File: config.mk
export PLATFORM = sky130hd
export DESIGN_NAME = rsoca_top
export DESIGN_NICKNAME = d
export VERILOG_FILES = /design/src/include/rsoca_pkg.sv /design/src/core/rsoca_top.sv
export SDC_FILE = /design/constraint.sdc
export NUM_CORES = 1
export LEC_CHECK = 0
export BUFFER_PORTS_ARGS = -buffer_cell sky130_fd_sc_hd__buf_4
export CORE_AREA = 2 2 141 101
export CTS_CLUSTER_SIZE = 25
export DETAILED_ROUTE_END_ITERATION = 7
export DIE_AREA = 0 0 143 103
export HOLD_SLACK_MARGIN = 0.08
export PLACE_DENSITY = 0.71
export SYNTH_ARGS = -nofsm -noshare
export SYNTH_HDL_FRONTEND = slang
export SYNTH_SLANG_ARGS = --single-unit
File: constraint.sdc
create_clock -name sys_clk -period 3.8 [get_ports sys_clk]
set_input_delay 0.38 -clock sys_clk [delete_from_list [all_inputs] [get_ports sys_clk]]
set_output_delay 0.38 -clock sys_clk [all_outputs]
set_load 0.02 [all_outputs]
File: src/include/rsoca_pkg.sv
// Constants and types for the overhead channel adapter
package rsoca_pkg;

    // ****************************************
    // Frame geometry
    // ****************************************
    localparam int ROW_BYTES = 1080;               // Bytes per row of an STM-4 frame
    localparam int ROWS = 9;                        // Rows per frame
    localparam int FRAME_BYTES = ROW_BYTES * ROWS;  // 9720 bytes per 125 us frame
    localparam int E1_COL = 12;                     // Column offset of E1 in row two
    localparam int F1_COL = 24;                     // Column offset of F1 in row two
    localparam int E1_POS = ROW_BYTES + E1_COL;     // Byte index of E1 in the frame
    localparam int F1_POS = ROW_BYTES + F1_COL;     // Byte index of F1 in the frame

    // ****************************************
    // 64 kHz derivation
    // ****************************************
    localparam int OCTET_W = 8;                     // Bits per overhead octet
    localparam int LINE_DIV = 9720;                 // Line bit clock divisor for 64 kHz
    localparam int BIT_BYTES = LINE_DIV / OCTET_W;  // Byte strobes per 64 kHz period
    localparam int HALF_BYTES = BIT_BYTES / 2;      // Low phase length of the 64 kHz clock

    localparam int POS_W = 14;                      // Frame position counter width
    localparam int SUB_W = 11;                      // Sub-bit counter width
    localparam int BIT_W = 3;                       // Bit index width

    localparam logic [POS_W-1:0] POS_LAST = POS_W'(FRAME_BYTES - 1);
    localparam logic [SUB_W-1:0] SUB_LAST = SUB_W'(BIT_BYTES - 1);
    localparam logic [SUB_W-1:0] SUB_HALF = SUB_W'(HALF_BYTES);
    localparam logic [OCTET_W-1:0] ALL_ONES = 8'hFF;
    localparam logic [OCTET_W-1:0] OCTET_RST = 8'hFF;

    // Orderwire byte choice
    typedef enum logic {
        RSOCA_SEL_E1 = 1'b0,
        RSOCA_SEL_F1 = 1'b1
    } rsoca_sel_t;

    // Position within the frame and within a 64 kHz bit
    typedef struct packed {
        logic [POS_W-1:0] pos;
        logic [SUB_W-1:0] sub;
        logic [BIT_W-1:0] bit_idx;
    } rsoca_tim_t;

    localparam rsoca_tim_t TIM_RST = '{pos: '0, sub: '0, bit_idx: '0};

endpackage

File: src/core/rsoca_top.sv
// Overhead channel adapter: orderwire and user channel sinks, user channel source
`timescale 1ns/1ps
// Summary of operation
// - Orderwire taken from E1 or F1, parameter-selected
// - Received octet latched in store on line clock
// - Stored bits shifted out at line/9720 rate
// - Orderwire all-ones within 1 ms on fail
// - Orderwire normal data within 1 ms after clear
// - User channel source inserts data into F1
// - User channel sink extracts F1, with clock
// - User sink all-ones on fail, restores after
module rsoca_top #(
    parameter rsoca_pkg::rsoca_sel_t OW_SEL = rsoca_pkg::RSOCA_SEL_E1  // Orderwire byte
) (
    input wire logic sys_clk,                          // 200 MHz block clock
    input wire logic sys_rst,                          // Synchronous reset, active high
    input wire logic clk_en,                           // Freezes all state while low
    input wire logic [7:0] rx_byte,                    // Received line byte
    input wire logic rx_byte_valid,                    // Received line byte strobe
    input wire logic rx_frame_start,                   // First byte of received frame
    input wire logic trail_signal_fail_in,             // Trail signal fail from termination
    output logic orderwire_channel_data,               // Orderwire serial data
    output logic orderwire_out_clock,                  // Orderwire 64 kHz clock
    output logic orderwire_server_fail_out,            // Orderwire server fail
    output logic user_channel_data,                    // User channel sink serial data
    output logic user_channel_sink_clock,              // User channel sink 64 kHz clock
    output logic user_server_fail_out,                 // User channel server fail
    input wire logic [7:0] tx_byte,                    // Outgoing line byte before insertion
    input wire logic line_timing_clock,                // Outgoing byte strobe
    input wire logic line_timing_frame_start,          // First byte of outgoing frame
    input wire logic user_channel_in,                  // Client user channel data
    output logic user_channel_clock,                   // 64 kHz clock to source client
    output logic [7:0] tx_byte_out,                    // Outgoing byte after insertion
    output logic tx_byte_out_valid                     // Outgoing byte strobe
);

    // ****************************************
    // Receive timing
    // ****************************************
    rsoca_pkg::rsoca_tim_t rx_tim_d, rx_tim_q;         // Receive frame and bit position
    logic bit_edge;                                    // Start of a 64 kHz bit period

    // Advance the timing on each byte strobe; frame start realigns all
    function automatic rsoca_pkg::rsoca_tim_t rsoca_tim_next(
        input rsoca_pkg::rsoca_tim_t t,
        input logic strobe,
        input logic fs
    );
        rsoca_pkg::rsoca_tim_t n;
        n = t;
        if (strobe && fs) begin
            // Frame start byte is position zero
            n = rsoca_pkg::TIM_RST;
        end else if (strobe) begin
            // Frame position wraps after the last byte
            n.pos = (t.pos == rsoca_pkg::POS_LAST) ? '0 : t.pos + rsoca_pkg::POS_W'(1);
            if (t.sub == rsoca_pkg::SUB_LAST) begin
                // End of a 64 kHz bit: move to the next bit index
                n.sub = '0;
                n.bit_idx = t.bit_idx + rsoca_pkg::BIT_W'(1);
            end else begin
                // Still inside the bit period
                n.sub = t.sub + rsoca_pkg::SUB_W'(1);
            end
        end
        return n;
    endfunction

    // Next receive position
    always_comb begin
        rx_tim_d = rsoca_tim_next(rx_tim_q, rx_byte_valid, rx_frame_start);
    end

    // Register receive position
    always_ff @(posedge sys_clk) begin
        if (sys_rst) begin
            rx_tim_q <= rsoca_pkg::TIM_RST;
        end else if (clk_en) begin
            rx_tim_q <= rx_tim_d;
        end
    end

    assign bit_edge = rx_byte_valid && (rx_tim_q.sub == rsoca_pkg::SUB_LAST);

    // ****************************************
    // Sink channels: 0 orderwire, 1 user
    // ****************************************
    localparam int unsigned CH_POS [2] = '{
        (OW_SEL == rsoca_pkg::RSOCA_SEL_F1) ? rsoca_pkg::F1_POS : rsoca_pkg::E1_POS,
        rsoca_pkg::F1_POS
    };

    logic [1:0] sk_data;                               // Serial data per channel
    logic [1:0] sk_clk;                                // 64 kHz clock per channel
    logic [1:0] sk_fail;                               // Server fail per channel

    genvar ch;
    generate
        for (ch = 0; ch < 2; ch++) begin : g_sink
            logic [7:0] hold_d, hold_q;                // Latched overhead octet
            logic [7:0] shift_d, shift_q;              // Octet being shifted out
            logic data_d, data_q;                      // Output bit
            logic clk_d, clk_q;                        // Output clock
            logic fail_d, fail_q;                      // Server fail

            // Capture, smoothing and fail substitution
            always_comb begin
                hold_d = hold_q;
                shift_d = shift_q;
                // The next position value is the index of the byte now on the bus
                if (rx_byte_valid && (rx_tim_d.pos == rsoca_pkg::POS_W'(CH_POS[ch]))) begin
                    hold_d = rx_byte;
                end
                if (bit_edge) begin
                    // Octet boundary each frame reloads from the store
                    if (rx_tim_q.bit_idx == rsoca_pkg::BIT_W'(rsoca_pkg::OCTET_W - 1)) begin
                        shift_d = hold_q;
                    end else begin
                        shift_d = {shift_q[6:0], 1'b1};
                    end
                end
                clk_d = (rx_tim_d.sub >= rsoca_pkg::SUB_HALF);
                fail_d = trail_signal_fail_in;
                // Fail forces ones and clear restores data, both on the next cycle
                data_d = trail_signal_fail_in ? 1'b1 : shift_d[7];
            end

            // Register sink state
            always_ff @(posedge sys_clk) begin
                if (sys_rst) begin
                    hold_q <= rsoca_pkg::OCTET_RST;
                    shift_q <= rsoca_pkg::OCTET_RST;
                    data_q <= 1'b1;
                    clk_q <= 1'b0;
                    fail_q <= 1'b0;
                end else if (clk_en) begin
                    hold_q <= hold_d;
                    shift_q <= shift_d;
                    data_q <= data_d;
                    clk_q <= clk_d;
                    fail_q <= fail_d;
                end
            end

            assign sk_data[ch] = data_q;
            assign sk_clk[ch] = clk_q;
            assign sk_fail[ch] = fail_q;
        end
    endgenerate

    assign orderwire_channel_data = sk_data[0];
    assign orderwire_out_clock = sk_clk[0];
    assign orderwire_server_fail_out = sk_fail[0];
    assign user_channel_data = sk_data[1];
    assign user_channel_sink_clock = sk_clk[1];
    assign user_server_fail_out = sk_fail[1];

    // ****************************************
    // User channel source
    // ****************************************
    rsoca_pkg::rsoca_tim_t tx_tim_d, tx_tim_q;         // Outgoing frame and bit position
    logic [7:0] src_shift_d, src_shift_q;              // Octet assembled from client
    logic [7:0] src_hold_d, src_hold_q;                // Complete octet awaiting F1
    logic src_clk_d, src_clk_q;                        // Client clock
    logic [7:0] out_d, out_q;                          // Outgoing byte
    logic out_vld_d, out_vld_q;                        // Outgoing strobe
    logic samp;                                        // Client clock rising point

    // Next source values
    always_comb begin
        tx_tim_d = rsoca_tim_next(tx_tim_q, line_timing_clock, line_timing_frame_start);
        samp = line_timing_clock && (tx_tim_q.sub == rsoca_pkg::SUB_HALF - rsoca_pkg::SUB_W'(1));
        src_shift_d = src_shift_q;
        src_hold_d = src_hold_q;
        // Sample client bit as its clock rises
        if (samp) begin
            src_shift_d = {src_shift_q[6:0], user_channel_in};
            if (tx_tim_q.bit_idx == rsoca_pkg::BIT_W'(rsoca_pkg::OCTET_W - 1)) begin
                src_hold_d = {src_shift_q[6:0], user_channel_in};
            end
        end
        // Client clock rises mid-bit and falls at the bit boundary
        src_clk_d = (tx_tim_d.sub >= rsoca_pkg::SUB_HALF);
        // Outgoing strobe follows the byte by one cycle
        out_vld_d = line_timing_clock;
        // Replace F1, pass everything else
        if (line_timing_clock && (tx_tim_d.pos == rsoca_pkg::POS_W'(rsoca_pkg::F1_POS))) begin
            out_d = src_hold_q;
        end else if (line_timing_clock) begin
            out_d = tx_byte;
        end else begin
            out_d = out_q;
        end
    end

    // Register source state
    always_ff @(posedge sys_clk) begin
        if (sys_rst) begin
            tx_tim_q <= rsoca_pkg::TIM_RST;
            src_shift_q <= rsoca_pkg::OCTET_RST;
            src_hold_q <= rsoca_pkg::OCTET_RST;
            src_clk_q <= 1'b0;
            out_q <= '0;
            out_vld_q <= 1'b0;
        end else if (clk_en) begin
            tx_tim_q <= tx_tim_d;
            src_shift_q <= src_shift_d;
            src_hold_q <= src_hold_d;
            src_clk_q <= src_clk_d;
            out_q <= out_d;
            out_vld_q <= out_vld_d;
        end
    end

    assign user_channel_clock = src_clk_q;
    assign tx_byte_out = out_q;
    assign tx_byte_out_valid = out_vld_q;

endmodule

==> out/metrics.yaml <==
drt-total-wl_um: 15100
nets: 840
cp_max_fo: 13
power_mw: 3.04
synth_area_leader_cell: "dfxtp_1"
die_area_mm2: 0.0147
fp.coreArea_mm2: 0.0136
outcome: "finished clean"
gp_congestion: 0.913
tritoncts: "done"
std_cell_rows: 36
die_w_um: 143
ys_warn_count: 0
leakagePower_nw: 2.61
grt_pass1_wl_um: 25700
port_buffers: 40
cts_buffers: 17
setup_viol_count_final: 0
groute.usage.overall: 0.214
pin_count: 41
endpoint_kind: "flip-flop"
first_iter_violations: 422
grt_pass1_vias: 5261
wl_per_cell_um: 15.0
worst_pin_slew_ns: 1.20
synth_cells: 786
syn_to_final_growth_pct: 16.2
ir_drop_mv: 0.286
synthTopCellsByArea: "dfxtp_1 37%, nor2_1 6.7%, mux2i_1 5.2%"
use_met1: 0.309
cp.arrival_ns: 3.37
hpwlAfterDp_um: 9670
setup_tns_ns: 0
post-route-util: 0.541
power_density_mw_per_mm2: 414
synth_area_per_cell_um2: 8.03
crit_buf_inv: 0
hold_viol_final: 0
critical-path-max-stage-delay_ns: 0.76
die_y_um: 103
start_util: 0.466
drive_gt1_frac: 0.125
slowest_stage: "or4b_1"
vias: 5845
start_kind: "flip-flop"
cts.clk_slew.worst_paths_ns: 0.06
diodes: 0
layout_setup_ws_ns: 0.770
post_cts_resized: 0
avgViaCountPerCell: 5.80
syn-cell-area_mm2: 0.00631
path_class: "flip-flop to flip-flop"
post-route-drc-count: 0
slew_viol_final: 0
ys_ff_latch: 117
crit_family: "simple AND/OR/NAND/NOR gates"
ctsHoldBuffers: 0
root_buffer: "clkbuf_16"
globalRouteOverflowTotal: 0
ant_nets: 0
antenna_found_initial: 0
synth_top_area_frac: 0.371
syn_nets: 821
max_cap_violations: 0
ys_seq_area_frac: 0.371
synth_cell_types: 65
cts_buffer_depth: 2
grt_most_used_layer: "met2"
hold_path_class: "input port to flip-flop"
slew_headroom: 0.201
postCtsSetupBuffers: 0
cp.required_ns: 4.14
grt_use_met2: 0.321
grt_use_met3: 0.0441
clock.fmax_mhz: 330
grt_max_degree: 98
cts_max_level: 4
rsz0062_at_grt: "no"
clock_latency_ns: 0.42
ys_async_sr_fraction: 0
cp_cell_sequence: "nand4_1 -> nor4_1 -> xor2_1 -> or4_1 -> or4b_1 -> mux2i_1"
skew_ns: 0.0109
final_cell_mix: "117 x dfxtp_1, 113 x nor2_1, 66 x nand2_1, 62 x a21oi_1, 54 x buf_4"
synthFlopType: "dfxtp_1"
final_common_cell: "dfxtp_1"
dp_slack_ns: 0.828
synth_edf_count: 0
first_pass_iters: 5
min_period_ns: 3.03
period_share: 0.797
cts.sinks: 117
[cell usage after synthesis, drive strengths merged, types with 5 or more instances]
cell    instances
and4            5
mux2i          33
nor3           20
nor2          113
o21ai          43
dfxtp         117
and2            5
nor4           16
nand3          20
nand2          66
buf            10
o41ai          11
o41a            9
ha             10
nor2b           9
nand4          15
xnor2          11
and3           21
a22oi           8
or4            10
a211o          31
o21a            5
inv            15
a211oi          7
clkbuf         44
or3            10
nand2b          8
a21oi          62
[worst paths after layout]
check / from / end / slack [ns] / depth (start not counted)
worst min register to register: tx_tim_q[1] / tx_tim_q[1] / 0.45 / 2
worst min-delay path: user_channel_in / src_shift_q[0] / 0.17 / 2
worst max-delay path: rx_tim_q[17] / g_sink[0].hold_q[1] / 0.77 / 6
worst max register to register: rx_tim_q[17] / g_sink[0].hold_q[1] / 0.77 / 6
[routing by layer]
metal,up-vias,part of all wire
li1,2930,-
met4,0,0.012
met5,-,0
met1,2715,0.51
met2,181,0.42
met3,19,0.063
[flip-flops by register name, indices dropped and copies added (netlist names)]
register	flops
rx_tim_q	28
tx_tim_q	28
g_sink.hold_q	16
g_sink.shift_q	16
src_hold_q	8
tx_byte_out	8
src_shift_q	7
orderwire_channel_data	1
tx_byte_out_valid	1
user_channel_clock	1
user_channel_data	1
user_channel_sink_clock	1
user_server_fail_out	1
[kinds of logic after synthesis]
| kind of cell | share of synthesized area |
|---|---|
| and+or+nand+nor | 0.275 |
| AOI/OAI and AO/OA | 0.214 |
| DFF | 0.371 |
| buffers and inverters | 0.0448 |
| muxes | 0.0541 |
| xor gates and xnor gates | 0.0208 |
| adders and majority gates | 0.0198 |
[layout make-up]
cell class	instances	area (um^2)
clock buffers	17	425
clock inverters	15	170
fillers	1278	6220
inverters	16	60.1
multi-input cells	599	3690
flip-flops and latches	117	2340
well taps	190	238
repair buffers	54	405
[stage by stage]
| stage | area (um^2) | hold slack [ns] | cells |
|---|---|---|---|
| 3_5_place_dp | 6740 | 0.452 | 976 |
| 4_1_cts | 7330 | 0.162 | 1008 |
| 3_3_place_gp | 6740 | 0.446 | 976 |
| 6_report | 7330 | 0.172 | 1008 |
| 2_1_floorplan | 6310 | 0.435 | 786 |
| 5_1_grt | 7330 | 0.170 | 1008 |
[where the power goes]
| group | internal, mW | switching (mW) |
|---|---|---|
| combinational | 0.0629 | 0.108 |
| sequential | 1.24 | 0.00934 |
| clock | 0.981 | 0.640 |
[worst register-to-register path, stage by stage, from the launching register on]
cell and delay, ns:
dfxtp_1 0.53, nand4_1 0.29, nor4_1 0.40, xor2_1 0.14, or4_1 0.55, or4b_1 0.76
mux2i_1 0.28
(Power assumes the default switching activity.)
